--- src/inc/macrocell_params.svh ---
// Constants for the programmable macrocell array
`ifndef MACROCELL_PARAMS_SVH
`define MACROCELL_PARAMS_SVH
`define MC_CELLS      16
`define MC_GROUP      8
`define MC_IN_CELLS   24
`define MC_NIBBLES    6
`define MC_NIB_SIZE   4
`define MC_A_NATIVE   3
`define MC_B_NATIVE   4
`define MC_A_BORROW   6
`define MC_BLO_BORROW 5
`define MC_BHI_BORROW 6
`define MC_MAX_BORROW 6
`define MC_NAT_TOTAL  56
`define MC_B_BASE     24
`define MC_BHI_FIRST  12
`define MC_CLR_TERMS  2
`define MC_MASK_RST   8'h00
`define MC_CELL_RST   16'h0000
`define MC_IC_RST     24'h000000
`define MC_DATA_RST   8'h00
`define MC_SEL_WIDTH  7
`define MC_SEL_OUT_A  0
`define MC_SEL_OUT_B  1
`define MC_SEL_MASK_A 2
`define MC_SEL_MASK_B 3
`define MC_SEL_IN_A   4
`define MC_SEL_IN_B   5
`define MC_SEL_IN_C   6
`define MC_SYNC_W     28
`define MC_SY_CLKPIN  0
`define MC_SY_WR      1
`define MC_SY_RD      2
`define MC_SY_ALS     3
`define MC_SY_PORT    4
`define MC_SYNC_RST   28'h0000006
`endif

--- src/inc/macrocell_pkg.sv ---
// Types for the programmable macrocell array
package macrocell_pkg;
  // Storage element flavour of an output cell
  typedef enum logic [1:0] {ff_d, ff_t, ff_jk, ff_sr} ff_kind_type;
  // Behaviour of an input cell
  typedef enum logic [1:0] {ic_pass, ic_latch, ic_reg, ic_spare} ic_mode_type;
endpackage : macrocell_pkg

--- src/programmable_macrocell_array.sv ---
// Output and input macrocells with host load, mask and readback
`timescale 1ns/1ps
`include "macrocell_params.svh"
module programmable_macrocell_array
  import macrocell_pkg::*;
#(
  parameter int CELLS    = `MC_CELLS,
  parameter int IN_CELLS = `MC_IN_CELLS
) (
  input  wire logic                     mclk_i,
  input  wire logic                     rst_n_i,
  // Product terms from the AND array
  input  wire logic [`MC_NAT_TOTAL-1:0] native_pt_i,
  input  wire logic [`MC_NAT_TOTAL-1:0] native_use_i,
  input  wire logic [CELLS*6-1:0]       borrow_req_i,
  input  wire logic [CELLS-1:0]         clock_pt_i,
  input  wire logic [CELLS-1:0]         preset_pt_i,
  input  wire logic [CELLS*2-1:0]       clear_pt_i,
  input  wire logic [CELLS-1:0]         second_pt_i,
  input  wire logic [CELLS-1:0]         enable_pt_i,
  input  wire logic [`MC_NIBBLES-1:0]   in_ctrl_pt_i,
  // Fixed configuration
  input  wire logic [CELLS-1:0]         polarity_i,
  input  wire logic [CELLS*2-1:0]       ff_kind_i,
  input  wire logic [CELLS-1:0]         use_pin_clock_i,
  input  wire logic [CELLS-1:0]         select_comb_i,
  input  wire logic [CELLS-1:0]         internal_node_i,
  input  wire logic [CELLS-1:0]         enable_eq_defined_i,
  input  wire logic [CELLS-1:0]         direction_i,
  input  wire logic [IN_CELLS*2-1:0]    in_mode_i,
  input  wire logic [`MC_NIBBLES-1:0]   in_use_strobe_i,
  // Pins
  input  wire logic                     dedicated_clock_pin_i,
  input  wire logic [IN_CELLS-1:0]      port_pin_i,
  output logic      [CELLS-1:0]         port_pin_o,
  output logic      [CELLS-1:0]         port_pin_oe_o,
  // Host bus
  input  wire logic                     address_latch_strobe_i,
  input  wire logic                     write_strobe_n_i,
  input  wire logic                     read_strobe_n_i,
  input  wire logic [`MC_SEL_WIDTH-1:0] select_i,
  input  wire logic [7:0]               host_data_i,
  output logic      [7:0]               host_data_o,
  output logic                          host_data_oe_o,
  // Logic input bus
  output logic      [CELLS-1:0]         cell_feedback_o,
  output logic      [IN_CELLS-1:0]      input_cell_o
);

  // Native term count of a cell
  function automatic int native_count(input int c);
    native_count = (c < `MC_GROUP) ? `MC_A_NATIVE : `MC_B_NATIVE;
  endfunction : native_count

  // Borrow limit of a cell
  function automatic int borrow_limit(input int c);
    if (c < `MC_GROUP) begin
      borrow_limit = `MC_A_BORROW;
    end else if (c < `MC_BHI_FIRST) begin
      borrow_limit = `MC_BLO_BORROW;
    end else begin
      borrow_limit = `MC_BHI_BORROW;
    end
  endfunction : borrow_limit

  // Flat index of native term j of cell c
  function automatic int term_base(input int c, input int j);
    if (c < `MC_GROUP) begin
      term_base = c * `MC_A_NATIVE + j;
    end else begin
      term_base = `MC_B_BASE + (c - `MC_GROUP) * `MC_B_NATIVE + j;
    end
  endfunction : term_base

  // Source term of borrow slot k: left neighbour first, then right
  function automatic int borrow_src(input int c, input int k);
    int grp;
    int pos;
    int nat;
    grp = (c / `MC_GROUP) * `MC_GROUP;
    pos = c % `MC_GROUP;
    nat = native_count(c);
    if (k < nat) begin
      borrow_src = term_base(grp + (pos + `MC_GROUP - 1) % `MC_GROUP, k);
    end else begin
      borrow_src = term_base(grp + (pos + 1) % `MC_GROUP, k - nat);
    end
  endfunction : borrow_src

  // Synchroniser stages and filtered levels
  logic [`MC_SYNC_W-1:0]    sync1_ff;      // First stage, read by second only
  logic [`MC_SYNC_W-1:0]    sync2_ff;      // Second stage
  logic [`MC_SYNC_W-1:0]    sync3_ff;      // Third stage
  logic [`MC_SYNC_W-1:0]    level_ff;      // Accepted level
  logic [`MC_SYNC_W-1:0]    nxt_level;     // Level once stages agree
  logic [`MC_SYNC_W-1:0]    raw_pins;      // Pins bundled for syncing
  // Output cell state
  logic [CELLS-1:0]         cell_ff;       // Cell flip-flops
  logic [CELLS-1:0]         nxt_cell;      // Next cell state
  logic [CELLS-1:0]         mask_ff;       // Write-block masks, A low
  logic [CELLS-1:0]         nxt_mask;      // Next mask value
  logic [CELLS-1:0]         pt_clock_ff;   // Previous clock term
  // Host write capture and read data
  logic [7:0]               wdata_ff;      // Data held during strobe
  logic [`MC_SEL_WIDTH-1:0] wsel_ff;       // Selects held during strobe
  logic [7:0]               rdata_ff;      // Read data register
  // Input cells
  logic [IN_CELLS-1:0]      in_cell_ff;    // Input cell storage
  logic [IN_CELLS-1:0]      nxt_in_cell;   // Next input cell state
  logic [`MC_NIBBLES-1:0]   in_ctrl_ff;    // Previous nibble control
  logic [`MC_NIBBLES-1:0]   in_ctrl;       // Nibble control selected
  // Combinational terms
  logic [`MC_NAT_TOTAL-1:0] alloc_taken;   // Terms already claimed
  logic [CELLS*6-1:0]       alloc_grant;   // Borrow slots granted
  logic [CELLS-1:0]         term_sum;      // Summed terms per cell
  logic [CELLS-1:0]         comb_result;   // After polarity XOR
  logic [CELLS-1:0]         pin_clk_rise;  // Dedicated clock rising
  logic [CELLS-1:0]         cell_clk_ev;   // Selected clock event
  logic [CELLS-1:0]         host_load;     // Host load this cycle
  logic                     wr_active;     // Write strobe low
  logic                     wr_end;        // Write strobe trailing edge
  logic                     rd_active;     // Read strobe low
  logic                     als_active;    // Address strobe high
  logic [7:0]               read_mux;      // Selected readback byte

  // Bundle the asynchronous pins
  assign raw_pins = {port_pin_i, address_latch_strobe_i, read_strobe_n_i,
                     write_strobe_n_i, dedicated_clock_pin_i};

  // Level changes only once stages two and three agree
  assign nxt_level = (sync2_ff & sync3_ff) | (level_ff & (sync2_ff | sync3_ff));

  // Three-stage pin synchroniser
  always_ff @(posedge mclk_i or negedge rst_n_i) begin
    if (!rst_n_i) begin
      sync1_ff <= `MC_SYNC_RST;
      sync2_ff <= `MC_SYNC_RST;
      sync3_ff <= `MC_SYNC_RST;
      level_ff <= `MC_SYNC_RST;
    end else begin
      sync1_ff <= raw_pins;
      sync2_ff <= sync1_ff;
      sync3_ff <= sync2_ff;
      level_ff <= nxt_level;
    end
  end

  // Strobe decode from accepted levels
  assign wr_active  = ~level_ff[`MC_SY_WR];
  assign wr_end     = wr_active & nxt_level[`MC_SY_WR];
  assign rd_active  = ~level_ff[`MC_SY_RD];
  assign als_active = level_ff[`MC_SY_ALS];
  assign pin_clk_rise = {CELLS{nxt_level[`MC_SY_CLKPIN] & ~level_ff[`MC_SY_CLKPIN]}};

  // Term allocation across neighbours
  always_comb begin
    int t;
    t = 0;
    alloc_taken = native_use_i;
    alloc_grant = '0;
    term_sum    = '0;
    for (int c = 0; c < CELLS; c++) begin
      for (int j = 0; j < `MC_B_NATIVE; j++) begin
        if (j < native_count(c)) begin
          t = term_base(c, j);
          term_sum[c] = term_sum[c] | (native_use_i[t] & native_pt_i[t]);
        end
      end
      for (int k = 0; k < `MC_MAX_BORROW; k++) begin
        t = borrow_src(c, k);
        if (k < borrow_limit(c) && borrow_req_i[c*6+k] && !alloc_taken[t]) begin
          alloc_grant[c*6+k] = 1'b1;
          alloc_taken[t]     = 1'b1;
          term_sum[c]        = term_sum[c] | native_pt_i[t];
        end
      end
    end
  end

  assign comb_result = term_sum ^ polarity_i;

  // Per-cell logic, one per port pin
  for (genvar c = 0; c < CELLS; c++) begin : g_cell
    ff_kind_type kind;   // Flip-flop flavour
    logic        clr;    // Clear from two terms
    logic        fb;     // Muxed cell result
    assign kind = ff_kind_type'(ff_kind_i[c*2 +: 2]);
    // Clear is OR of two terms
    assign clr  = |clear_pt_i[c*`MC_CLR_TERMS +: `MC_CLR_TERMS];
    assign cell_clk_ev[c] = use_pin_clock_i[c] ? pin_clk_rise[c]
                                               : (clock_pt_i[c] & ~pt_clock_ff[c]);
    assign host_load[c] = wr_end & ~mask_ff[c] &
                          wsel_ff[(c < `MC_GROUP) ? `MC_SEL_OUT_A : `MC_SEL_OUT_B];

    // Next state of the cell flip-flop
    always_comb begin
      nxt_cell[c] = cell_ff[c];
      if (host_load[c]) begin
        nxt_cell[c] = wdata_ff[c % `MC_GROUP];
      end else if (clr) begin
        nxt_cell[c] = 1'b0;
      end else if (preset_pt_i[c]) begin
        nxt_cell[c] = 1'b1;
      end else if (cell_clk_ev[c]) begin
        unique case (kind)
          ff_d:  nxt_cell[c] = comb_result[c];
          ff_t:  nxt_cell[c] = cell_ff[c] ^ comb_result[c];
          ff_jk: nxt_cell[c] = (comb_result[c] & ~cell_ff[c]) |
                               (~second_pt_i[c] & cell_ff[c]);
          ff_sr: nxt_cell[c] = comb_result[c] | (cell_ff[c] & ~second_pt_i[c]);
        endcase
      end
    end

    assign fb = select_comb_i[c] ? comb_result[c] : cell_ff[c];
    assign cell_feedback_o[c] = fb;
    assign port_pin_o[c] = fb & ~internal_node_i[c];
    assign port_pin_oe_o[c] = ~internal_node_i[c] &
                              (enable_pt_i[c] | direction_i[c] | ~enable_eq_defined_i[c]);
  end

  always_ff @(posedge mclk_i or negedge rst_n_i) begin
    if (!rst_n_i) begin
      cell_ff     <= `MC_CELL_RST;
      pt_clock_ff <= `MC_CELL_RST;
    end else begin
      cell_ff     <= nxt_cell;
      pt_clock_ff <= clock_pt_i;
    end
  end

  // Mask writes ignore the mask itself
  always_comb begin
    nxt_mask = mask_ff;
    if (wr_end && wsel_ff[`MC_SEL_MASK_A]) begin
      nxt_mask[`MC_GROUP-1:0] = wdata_ff;
    end
    if (wr_end && wsel_ff[`MC_SEL_MASK_B]) begin
      nxt_mask[CELLS-1:`MC_GROUP] = wdata_ff;
    end
  end

  always_ff @(posedge mclk_i or negedge rst_n_i) begin
    if (!rst_n_i) begin
      mask_ff <= {`MC_MASK_RST, `MC_MASK_RST};
    end else begin
      mask_ff <= nxt_mask;
    end
  end

  always_ff @(posedge mclk_i or negedge rst_n_i) begin
    if (!rst_n_i) begin
      wdata_ff <= `MC_DATA_RST;
      wsel_ff  <= '0;
    end else if (wr_active) begin
      wdata_ff <= host_data_i;
      wsel_ff  <= select_i;
    end
  end

  // Nibble control select and input cell update
  for (genvar n = 0; n < `MC_NIBBLES; n++) begin : g_nibble
    assign in_ctrl[n] = in_use_strobe_i[n] ? als_active : in_ctrl_pt_i[n];
    for (genvar b = 0; b < `MC_NIB_SIZE; b++) begin : g_in
      localparam int I = n * `MC_NIB_SIZE + b;
      ic_mode_type mode;   // Input cell behaviour
      logic        pin;    // Accepted pin level
      assign mode = ic_mode_type'(in_mode_i[I*2 +: 2]);
      assign pin  = level_ff[`MC_SY_PORT + I];
      always_comb begin
        nxt_in_cell[I] = in_cell_ff[I];
        unique case (mode)
          ic_latch: nxt_in_cell[I] = in_ctrl[n] ? pin : in_cell_ff[I];
          ic_reg:   nxt_in_cell[I] = (in_ctrl[n] & ~in_ctrl_ff[n]) ? pin
                                                                 : in_cell_ff[I];
          default:  nxt_in_cell[I] = pin;
        endcase
      end
    end
  end

  // Input cell storage
  always_ff @(posedge mclk_i or negedge rst_n_i) begin
    if (!rst_n_i) begin
      in_cell_ff <= `MC_IC_RST;
      in_ctrl_ff <= '0;
    end else begin
      in_cell_ff <= nxt_in_cell;
      in_ctrl_ff <= in_ctrl;
    end
  end
  assign input_cell_o = in_cell_ff;

  assign read_mux =
      select_i[`MC_SEL_OUT_A]  ? cell_ff[`MC_GROUP-1:0] :
      select_i[`MC_SEL_OUT_B]  ? cell_ff[CELLS-1:`MC_GROUP] :
      select_i[`MC_SEL_MASK_A] ? mask_ff[`MC_GROUP-1:0] :
      select_i[`MC_SEL_MASK_B] ? mask_ff[CELLS-1:`MC_GROUP] :
      select_i[`MC_SEL_IN_A]   ? in_cell_ff[7:0] :
      select_i[`MC_SEL_IN_B]   ? in_cell_ff[15:8] :
      select_i[`MC_SEL_IN_C]   ? in_cell_ff[23:16] : `MC_DATA_RST;

  // Read data register
  always_ff @(posedge mclk_i or negedge rst_n_i) begin
    if (!rst_n_i) begin
      rdata_ff <= `MC_DATA_RST;
    end else begin
      rdata_ff <= read_mux;
    end
  end
  assign host_data_o    = rdata_ff;
  assign host_data_oe_o = rd_active & (|select_i);

endmodule : programmable_macrocell_array

--- config.mk ---
export PLATFORM = sky130hd
export DESIGN_NAME = programmable_macrocell_array
export DESIGN_NICKNAME = d
export VERILOG_FILES = /design/src/inc/macrocell_pkg.sv /design/src/programmable_macrocell_array.sv
export VERILOG_INCLUDE_DIRS = /design/src /design/src/inc
export SDC_FILE = /design/constraint.sdc
export NUM_CORES = 1
export LEC_CHECK = 0
export BUFFER_PORTS_ARGS = -buffer_cell sky130_fd_sc_hd__buf_2
export CAP_MARGIN = 20
export CORE_AREA = 2 2 238 240
export CTS_BUF_LIST = sky130_fd_sc_hd__clkbuf_4 sky130_fd_sc_hd__clkbuf_8
export CTS_CLUSTER_SIZE = 28
export DETAILED_ROUTE_END_ITERATION = 10
export DIE_AREA = 0 0 240 242
export SETUP_SLACK_MARGIN = 0.2
export SLEW_MARGIN = 20
export SYNTH_ARGS = -nofsm -noshare
export SYNTH_HDL_FRONTEND = slang
export SYNTH_SLANG_ARGS = --single-unit
--- constraint.sdc ---
create_clock -name mclk_i -period 2.4 [get_ports mclk_i]
set_clock_uncertainty 0.2 [all_clocks]
set_input_delay 0.36 -clock mclk_i [delete_from_list [all_inputs] [get_ports mclk_i]]
set_output_delay 0.36 -clock mclk_i [all_outputs]
set_load 0.02 [all_outputs]
==> flow_metrics.tcl, run 1 <==
set metrics [dict create \
    critPathKind "primary input to output pin" \
    initial_core_util 0.198 \
    ff_latch_area_um2 5270 \
    mean_instance_size_in_the_synthesized_netlist_um2 9.99 \
    crit_path_start_kind "primary input" \
    grt_overflow_total 0 \
    via_per_inst 4.50 \
    drive_gt1_frac 0.454 \
    dpl_cell_area_um2 15700 \
    die-height_um 242 \
    drt_pass1_iterations 5 \
    critical_path_capture_point_type "output pin" \
    synth-seq-cells 210 \
    ys_async_sr_fraction 1.00 \
    antenna_found_initial 11 \
    yosys.area_share.adder 0.0435 \
    port_buffers 613 \
    maxCapViolCount 0 \
    synth_top_family_by_area "compound AO/OA/AOI/OAI gates" \
    rrSetupSlack_ns 0.34 \
    timing.max_slew.rel_slack 0.389 \
    gp_congestion 0.910 \
    core_area_um2 55700 \
    maxUsedRoutingLayer "met5" \
    failed_checks "negative setup slack" \
    dpl.hpwl_mm 43.6 \
    setup.worst_path.end "port_pin_o[14]" \
    cts.sink_count 210 \
    setup_ws_ns -0.215 \
    synth-seq-area-share 0.477 \
    period_needed_ns 2.62 \
    detail_route.wirelength_mm 55.8 \
    routed-via-count 12928 \
    drv_slew 0 \
    hold_path.class "primary input to flop" \
    dominantRegCellSynth "sky130_fd_sc_hd__dfrtp_1" \
    period_share 1.09 \
    final_net_count 2630 \
    achievable-frequency_mhz 382 \
    power.density_cell_area_nw_per_um2 570 \
    cp_max_fo 2 \
    layout.filler_cells 5512 \
    p_leak_nw 9.49 \
    power_mw 11.7 \
    worstPathArrival_ns 2.06 \
    power.ir.vdd_worst_mv 0.449 \
    routed-wl-met3_mm 3.51 \
    synth.lib_cells_used.distinct 51 \
    met2_routed_length_mm 28.0 \
    fp.dieW_um 240 \
    final_standard_cell_area_without_fillers_um2 20500 \
    critPathRequiredTime_ns 1.84 \
    grt.total_usage 0.183 \
    finalSetupViolations 13 \
    m1WireLength_mm 22.4 \
    yosys.area.top_type_share 0.458 \
    cts_max_path_buffers 3 \
    clock_tree.root_cell "sky130_fd_sc_hd__clkbuf_8" \
    area_occupied_by_multi_input_gates_um2 6090 \
    cts-buffers-inserted 42 \
    timing.reg2reg.worst_path_depth 6 \
    cts_tree "yes" \
    synth_most_common_cell "sky130_fd_sc_hd__dfrtp_1" \
    grt_max_degree 69 \
    synth_compound_gate_area_share 0.184 \
    htreeDepth 2 \
    ys.warnings.count 0 \
    tightestPinTransition_ns 0.912 \
    grt_pass1_vias 13839 \
    status "complete, but fails checks" \
    io-pin-count 618 \
    critical_path.startpoint "borrow_req_i[85]" \
    clkLatencyLatePin_ns 0.59 \
    synth_mux_area_frac 0.0473 \
    synth.cell_area_um2 11000 \
    ant_nets 0 \
    synth_area_leaders "sky130_fd_sc_hd__dfrtp_1 (46%), sky130_fd_sc_hd__a21oi_1 (4.9%), sky130_fd_sc_hd__nor2_1 (4.3%), sky130_fd_sc_hd__mux2_2 (4.2%), sky130_fd_sc_hd__inv_1 (2.6%)" \
    post_synth_and_or_nand_nor_area_fraction 0.181 \
    synth.largest_area_cell "sky130_fd_sc_hd__dfrtp_1" \
    worst_setup_slack_post_dpl_ns -0.436 \
    synth_edf_count 0 \
    die_area_um2 58100 \
    route.detailed.drc 0 \
    synth_nets 1658 \
    placement_rows 87 \
    synth-xor-area-share 0.0254 \
    wire_per_inst_um 19.4 \
    dp_cells 2545 \
    drt_initial_violations 547 \
    worst_setup_hold_path_clk_slew_ns 0.05 \
    unrepaired_setup_endpoints_after_global_routing "true" \
    syn_inst 1105 \
    critical_path.reg2reg.endpoint "cell_ff[12]" \
    synth_top_cells_by_count "sky130_fd_sc_hd__dfrtp_1 (202), sky130_fd_sc_hd__nor2_1 (126), sky130_fd_sc_hd__a21oi_1 (107)" \
    layout-area-overhead-vs-synth_pct 85.5 \
    layoutNonFillerInstCount 2874 \
    global_route_wire_length_before_repair_mm 80.4 \
    timing.final.hold_violations 0 \
    crit-reg2reg-launch "sync2_ff[1]" \
]
power breakdown:
group          switching [mW]  internal (mW)
combinational            1.56           1.82
clock                    1.66           2.27
sequential              0.418           3.95
layout by cell type, fill, tap and decap left out, types with 30 or more instances in the layout:
| cell type | netlist | final |
|---|---|---|
| sky130_fd_sc_hd__dlygate4sd3_1 | 0 | 217 |
| sky130_fd_sc_hd__buf_4 | 16 | 102 |
| sky130_fd_sc_hd__nor2_1 | 126 | 120 |
| sky130_fd_sc_hd__clkbuf_8 | 0 | 54 |
| sky130_fd_sc_hd__nor3b_1 | 32 | 30 |
| sky130_fd_sc_hd__buf_6 | 0 | 104 |
| sky130_fd_sc_hd__nand2_1 | 40 | 35 |
| sky130_fd_sc_hd__dfrtp_1 | 202 | 201 |
| sky130_fd_sc_hd__inv_1 | 76 | 74 |
| sky130_fd_sc_hd__buf_2 | 1 | 517 |
| sky130_fd_sc_hd__nand3b_1 | 38 | 38 |
| sky130_fd_sc_hd__a21oi_1 | 107 | 106 |
| sky130_fd_sc_hd__o21ai_0 | 56 | 48 |
layout make-up:
cell class / count / area share
inverter: 77 / 0.0142
timing repair buffer: 955 / 0.339
tap: 756 / 0.0462
clock inverter: 8 / 0.00318
multi-input combinational: 791 / 0.297
antenna: 8 / 0.000978
clock buffer: 69 / 0.0418
sequential: 210 / 0.257
cell families (layout without fill, tap and decap cells):
group                    after synthesis  count (layout)
AND/OR/NAND/NOR                      355             355
AO/OA/AOI/OAI                        313             313
adder cells (fa/ha/maj)               44              44
XOR/XNOR                              32              32
flip-flops                           210             210
multiplexers                          47              47
buffers and inverters                104            1109
other                                  0               8
worst min-delay path by stage:
stage,start,to,slack [ns],cells after the start
2_1_floorplan,rst_n_i,cell_ff[0],-0.14,0
3_3_place_gp,rst_n_i,sync1_ff[27],0.08,1
3_5_place_dp,rst_n_i,sync1_ff[27],0.08,1
4_1_cts,ff_kind_i[18],cell_ff[9],0.005,4
5_1_grt,use_pin_clock_i[8],cell_ff[8],0.07,4
6_report,use_pin_clock_i[8],cell_ff[8],0.07,4
worst max-delay path, cell delays in order:
cell and delay, ns:
sky130_fd_sc_hd__buf_6 0.09, sky130_fd_sc_hd__and4bb_2 0.22, sky130_fd_sc_hd__or4_4 0.53, sky130_fd_sc_hd__nor2_4 0.12, sky130_fd_sc_hd__xnor2_2 0.08, sky130_fd_sc_hd__buf_4 0.14
sky130_fd_sc_hd__mux2_4 0.27, sky130_fd_sc_hd__nor2b_4 0.13, sky130_fd_sc_hd__buf_6 0.12
per-layer routing:
metal / vias up / GRT usage
met2: 484 / 0.325
met5: - / 0
met3: 113 / 0.0406
met1: 6262 / 0.214
met4: 8 / 0.0700
li1: 6061 / -
state kept, by name, indices dropped and copies added (netlist names), 16 cells and up:
register      count
sync2_ff         28
sync3_ff         28
level_ff         28
cell_ff          16
mask_ff          16
sync1_ff         28
pt_clock_ff      16
input_cell_o     24
through the flow:
step,setup TNS [ns],hold WS [ns],utilization
final,-1.11,0.0731,0.367
after global routing,-2.18,0.0714,0.367
after CTS,-1.33,0.00483,0.358
after detailed placement,-7.81,0.0823,0.283
after global placement,-7.33,0.0813,0.283
after floorplan,-0.227,-0.136,-
what timing repair did:
| item | in CTS | in global routing |
|---|---|---|
| endpoints found under the hold margin | 305 | 0 |
| pin swaps | 63 | 39 |
| setup buffers | 19 | 8 |
| endpoints found under the setup margin | 41 | 59 |
| gates resized for setup | 208 | 96 |
| hold buffers | 217 | 0 |
Power figures use the tool's default switching activity.
==> run 2, diff against run 1 <==
--- a/config.mk
+++ b/config.mk
@@ -13,6 +13,7 @@
 export CTS_CLUSTER_SIZE = 28
 export DETAILED_ROUTE_END_ITERATION = 10
 export DIE_AREA = 0 0 240 242
+export REMOVE_ABC_BUFFERS = 1
 export SETUP_SLACK_MARGIN = 0.2
 export SLEW_MARGIN = 20
 export SYNTH_ARGS = -nofsm -noshare
==> flow_metrics.tcl, run 2 (synthesis results as in run 1) <==
set metrics [dict create \
    status "complete, but fails checks" \
    failed_checks "negative setup slack" \
    drt_initial_violations 569 \
    dpl.hpwl_mm 47.1 \
    period_needed_ns 2.70 \
    cp_max_fo 2 \
    cts_max_path_buffers 3 \
    clkLatencyLatePin_ns 0.60 \
    layout.cells.most_common "sky130_fd_sc_hd__buf_2" \
    die_area_um2 58100 \
    met2_routed_length_mm 30.3 \
    critPathKind "primary input to output pin" \
    hold_path.class "primary input to flop" \
    global_route_wire_length_before_repair_mm 85.3 \
    routed-via-count 13122 \
    power.density_cell_area_nw_per_um2 577 \
    core_area_um2 55700 \
    ff_latch_area_um2 5270 \
    timing.final.hold_violations 0 \
    detail_route.wirelength_mm 59.8 \
    route.detailed.drc 0 \
    power.ir.vdd_worst_mv 0.508 \
    timing.max_slew.rel_slack 0.602 \
    grt_pass1_vias 13911 \
    period_share 1.12 \
    initial_core_util 0.198 \
    most-common-layout-cells "sky130_fd_sc_hd__buf_2 (538), sky130_fd_sc_hd__dlygate4sd3_1 (216), sky130_fd_sc_hd__dfrtp_1 (199)" \
    antenna_found_initial 28 \
    finalSetupViolations 14 \
    grt_max_degree 52 \
    layout.filler_cells 5581 \
    placement_rows 87 \
    io-pin-count 618 \
    grt.total_usage 0.197 \
    drt_pass1_iterations 6 \
    clock_tree.root_cell "sky130_fd_sc_hd__clkbuf_8" \
    layoutNonFillerInstCount 2877 \
    critPathRequiredTime_ns 1.84 \
    final_net_count 2627 \
    worstPathArrival_ns 2.14 \
    crit_path_start_kind "primary input" \
    wire_per_inst_um 20.8 \
    p_leak_nw 9.42 \
    achievable-frequency_mhz 371 \
    maxCapViolCount 0 \
    drv_slew 0 \
    die-height_um 242 \
    worst_setup_hold_path_clk_slew_ns 0.06 \
    tightestPinTransition_ns 0.589 \
    unrepaired_setup_endpoints_after_global_routing "true" \
    via_per_inst 4.56 \
    routed-wl-met3_mm 3.68 \
    m1WireLength_mm 23.5 \
    layout-area-overhead-vs-synth_pct 84.9 \
    ant_nets 0 \
    dp_cells 2531 \
    layout.core_utilization 0.366 \
    setup_ws_ns -0.296 \
    dpl_cell_area_um2 15600 \
    cts.sink_count 210 \
    area_occupied_by_multi_input_gates_um2 6150 \
    cts_tree "yes" \
    maxUsedRoutingLayer "met5" \
    cts-buffers-inserted 41 \
    drive_gt1_frac 0.457 \
    port_buffers 613 \
    final_standard_cell_area_without_fillers_um2 20400 \
    fp.dieW_um 240 \
    grt_overflow_total 0 \
    htreeDepth 2 \
    gp_congestion 0.968 \
    critical_path_capture_point_type "output pin" \
]
==> run 2: cell count changes in the layout (fill, tap and decap cells not counted), moves of 3 or more <==
cell / before / now
sky130_fd_sc_hd__buf_2: 517 / 538
sky130_fd_sc_hd__buf_6: 104 / 93
sky130_fd_sc_hd__diode_2: 8 / 16
sky130_fd_sc_hd__buf_4: 102 / 96
sky130_fd_sc_hd__buf_8: 11 / 7
sky130_fd_sc_hd__mux2i_1: 4 / 1
sky130_fd_sc_hd__xor2_1: 3 / 0
sky130_fd_sc_hd__xor2_2: 3 / 6
==> run 2: cell type report <==
class                      count  share of cell area
clock buffer                  65              0.0398
inverter                      77              0.0143
clock inverter                 9             0.00558
tap                          756              0.0463
antenna                       16             0.00196
multi-input combinational    791               0.301
sequential                   210               0.258
timing repair buffer         953               0.333
==> run 2: metal layers <==
metal / vias up / global-route usage
met5: - / 0
met4: 8 / 0.0712
met1: 6379 / 0.227
met2: 537 / 0.353
met3: 153 / 0.0444
li1: 6045 / -
==> run 2: power breakdown <==
part           leakage [nW]  switching [mW]  internal (mW)
registers              2.48           0.388           3.95
clock network         0.481            1.66           2.37
logic                  6.46            1.60           1.81
==> run 2: final timing paths <==
kind	start	slack, ns	cells past startpoint	endpoint
max in group asynchronous	rst_n_i	1.27	3	sync2_ff[12]
setup / recovery	native_pt_i[53]	-0.30	10	cell_feedback_o[14]
setup reg to reg	level_ff[1]	0.32	6	cell_ff[2]
min in group asynchronous	rst_n_i	0.06	2	level_ff[24]
hold reg to reg	sync1_ff[4]	0.15	0	sync2_ff[4]
hold / removal	in_use_strobe_i[5]	0.04	3	in_ctrl_ff[5]
==> run 2: critical path, cell delays in order <==
cell                       delay (ns)
sky130_fd_sc_hd__buf_6           0.09
sky130_fd_sc_hd__nor4bb_4        0.15
sky130_fd_sc_hd__buf_4           0.15
sky130_fd_sc_hd__or4_4           0.49
sky130_fd_sc_hd__nor2_4          0.13
sky130_fd_sc_hd__xnor2_2         0.08
sky130_fd_sc_hd__buf_4           0.14
sky130_fd_sc_hd__mux2_4          0.28
sky130_fd_sc_hd__buf_4           0.14
sky130_fd_sc_hd__buf_6           0.12
==> run 2: timing repair <==
| item | in CTS | in global routing |
|---|---|---|
| hold buffers | 213 | 3 |
| pin swaps | 64 | 63 |
| hold endpoints to repair | 308 | 3 |
| resized for setup | 207 | 100 |
| endpoints found under the setup margin | 37 | 58 |
| buffers inserted | 23 | 17 |
==> run 2: metrics by stage <==
stage	hold slack [ns]	worst slack, ns	power (mW)	TNS, ns
6_report	0.0426	-0.296	11.8	-1.12
5_1_grt	0.00726	-0.336	12.5	-1.91
4_1_cts	0.00177	-0.368	11.8	-1.37
3_5_place_dp	0.0932	-0.579	6.94	-8.22
3_3_place_gp	0.0981	-0.609	6.87	-7.64
2_1_floorplan	-0.136	-0.237	5.47	-0.381
==> run 3, diff against run 2 <==
--- a/config.mk
+++ b/config.mk
@@ -13,6 +13,8 @@
 export CTS_CLUSTER_SIZE = 28
 export DETAILED_ROUTE_END_ITERATION = 10
 export DIE_AREA = 0 0 240 242
+export HOLD_SLACK_MARGIN = 0.08
+export PLACE_DENSITY = 0.46
 export REMOVE_ABC_BUFFERS = 1
 export SETUP_SLACK_MARGIN = 0.2
 export SLEW_MARGIN = 20
==> flow_metrics.tcl, run 3 (synthesis results as in run 1) <==
set metrics [dict create \
    status "complete, but fails checks" \
    failed_checks "negative setup slack" \
    layout.core_utilization 0.368 \
    drive_gt1_frac 0.446 \
    cts.sink_count 210 \
    io-pin-count 618 \
    drv_slew 0 \
    most-common-layout-cells "sky130_fd_sc_hd__buf_2 (530), sky130_fd_sc_hd__dlygate4sd3_1 (239), sky130_fd_sc_hd__dfrtp_1 (201)" \
    detail_route.wirelength_mm 56.5 \
    crit_path_start_kind "primary input" \
    die_area_um2 58100 \
    port_buffers 613 \
    fp.dieW_um 240 \
    antenna_found_initial 22 \
    core_area_um2 55700 \
    grtUsageMet1 0.217 \
    clkLatencyLatePin_ns 0.60 \
    grt_overflow_total 0 \
    ant_nets 0 \
    die-height_um 242 \
    initial_core_util 0.198 \
    path_cells "buf_8 -> a222oi_1 -> buf_4 -> nand3_4 -> nor2_4 -> buf_6 -> xnor2_4 -> buf_6 -> mux2_4 -> nor2b_1 -> buf_4" \
    critPathRequiredTime_ns 1.84 \
    layoutNonFillerInstCount 2893 \
    wire_per_inst_um 19.5 \
    dp_cells 2529 \
    p_leak_nw 9.48 \
    finalSetupViolations 13 \
    gr_busiest_metal "met2" \
    global_route_wire_length_before_repair_mm 80.9 \
    worst_setup_slack_post_dpl_ns -0.586 \
    dpl.hpwl_mm 45.2 \
    hold-worst-slack_ns 0.108 \
    period_share 1.11 \
    layout.filler_cells 5673 \
    max_stage_delay_ns 0.42 \
    drt_initial_violations 480 \
    worstPathArrival_ns 2.10 \
    achievable-frequency_mhz 376 \
    cp_max_fo 2 \
    maxCapViolCount 0 \
    crit_slowest_cell "sky130_fd_sc_hd__a222oi_1" \
    power.ir.vdd_worst_mv 0.314 \
    cts-buffers-inserted 43 \
    grt_max_degree 48 \
    met2_usage 0.329 \
    placement_rows 87 \
    hold_path.class "primary input to flop" \
    layout.cells.most_common "sky130_fd_sc_hd__buf_2" \
    grt.total_usage 0.185 \
    route.detailed.drc 0 \
    gp_congestion 0.958 \
    period_needed_ns 2.66 \
    setup_ws_ns -0.263 \
    layout-area-overhead-vs-synth_pct 85.8 \
    htreeDepth 2 \
    unrepaired_setup_endpoints_after_global_routing "true" \
    via_per_inst 4.42 \
    cts_max_path_buffers 3 \
    grt_pass1_vias 13524 \
    timing.final.hold_violations 0 \
    power.density_cell_area_nw_per_um2 577 \
    critPathKind "primary input to output pin" \
    critical_path_capture_point_type "output pin" \
    tightestPinTransition_ns 0.737 \
    cts_tree "yes" \
    clock_tree.root_cell "sky130_fd_sc_hd__clkbuf_8" \
    worst_setup_hold_path_clk_slew_ns 0.06 \
    gr-usage-met3 0.0448 \
    final_net_count 2642 \
    routed-via-count 12781 \
    timing.max_slew.rel_slack 0.505 \
    drt_pass1_iterations 5 \
]
run 3: cell types whose count changed in the layout (fill, tap and decap cells not counted), sizes merged:
cell | before | now
dlygate4sd3 | 216 | 239
buf | 737 | 727
clkinv | 5 | 10
diode | 16 | 13
clkbuf | 65 | 63
inv | 76 | 78
bufinv | 2 | 3
run 3: stage by stage:
step	total power [mW]	cell area, um2	TNS, ns
CTS	11.9	20000	-1.82
detailed placement	6.91	15600	-9.47
floorplan	5.47	10900	-0.381
global route	12.6	20500	-2.55
global placement	6.86	15600	-8.66
finish	11.8	20500	-1.47
run 3: layout make-up:
type	instances	area [um2]	area share
well taps	756	946	0.0461
flip-flops and latches	210	5270	0.257
diodes	13	32.5	0.00159
clock buffers	63	779	0.0380
multi-input cells	791	6030	0.294
repair buffers	966	6980	0.340
inverters	77	289	0.0141
clock inverters	17	180	0.00879
run 3: metal layers:
layer / wire length (um) / share of wire
met5: 119 / 0.0021
met4: 1440 / 0.026
met3: 3500 / 0.062
met2: 28400 / 0.50
met1: 23000 / 0.41
run 3: worst max-delay path: cells and delay by family:
family	cells	cell delay, ns
AND/OR/NAND/NOR	3	0.30
buffers and inverters	5	0.68
XOR/XNOR	1	0.08
multiplexers	1	0.26
AO/OA/AOI/OAI	1	0.42
run 3: repair_timing:
item / 4_1_cts / 5_1_grt
buffers inserted: 15 / 16
pin swaps: 62 / 53
endpoints found under the hold margin: 317 / 6
hold buffers: 239 / 4
gates resized for setup: 198 / 86
setup endpoints to repair: 41 / 57
run 3: power by group:
| group | switching [mW] | internal (mW) | leakage, nW |
|---|---|---|---|
| Sequential | 0.393 | 3.95 | 2.48 |
| Clock | 1.70 | 2.44 | 0.507 |
| Combinational | 1.53 | 1.81 | 6.49 |
| Total | 3.62 | 8.20 | 9.48 |
run 3: final timing paths:
kind | from | slack (ns) | to | cells past startpoint
max in group asynchronous | rst_n_i | 0.81 | level_ff[1] | 4
min in group asynchronous | rst_n_i | 0.61 | host_data_o[0] | 3
worst max-delay path | native_pt_i[0] | -0.26 | port_pin_o[0] | 11
worst min-delay path | use_pin_clock_i[11] | 0.11 | cell_ff[11] | 4
worst min register to register | sync1_ff[6] | 0.15 | sync2_ff[6] | 0
worst max register to register | level_ff[1] | 0.31 | cell_ff[7] | 6
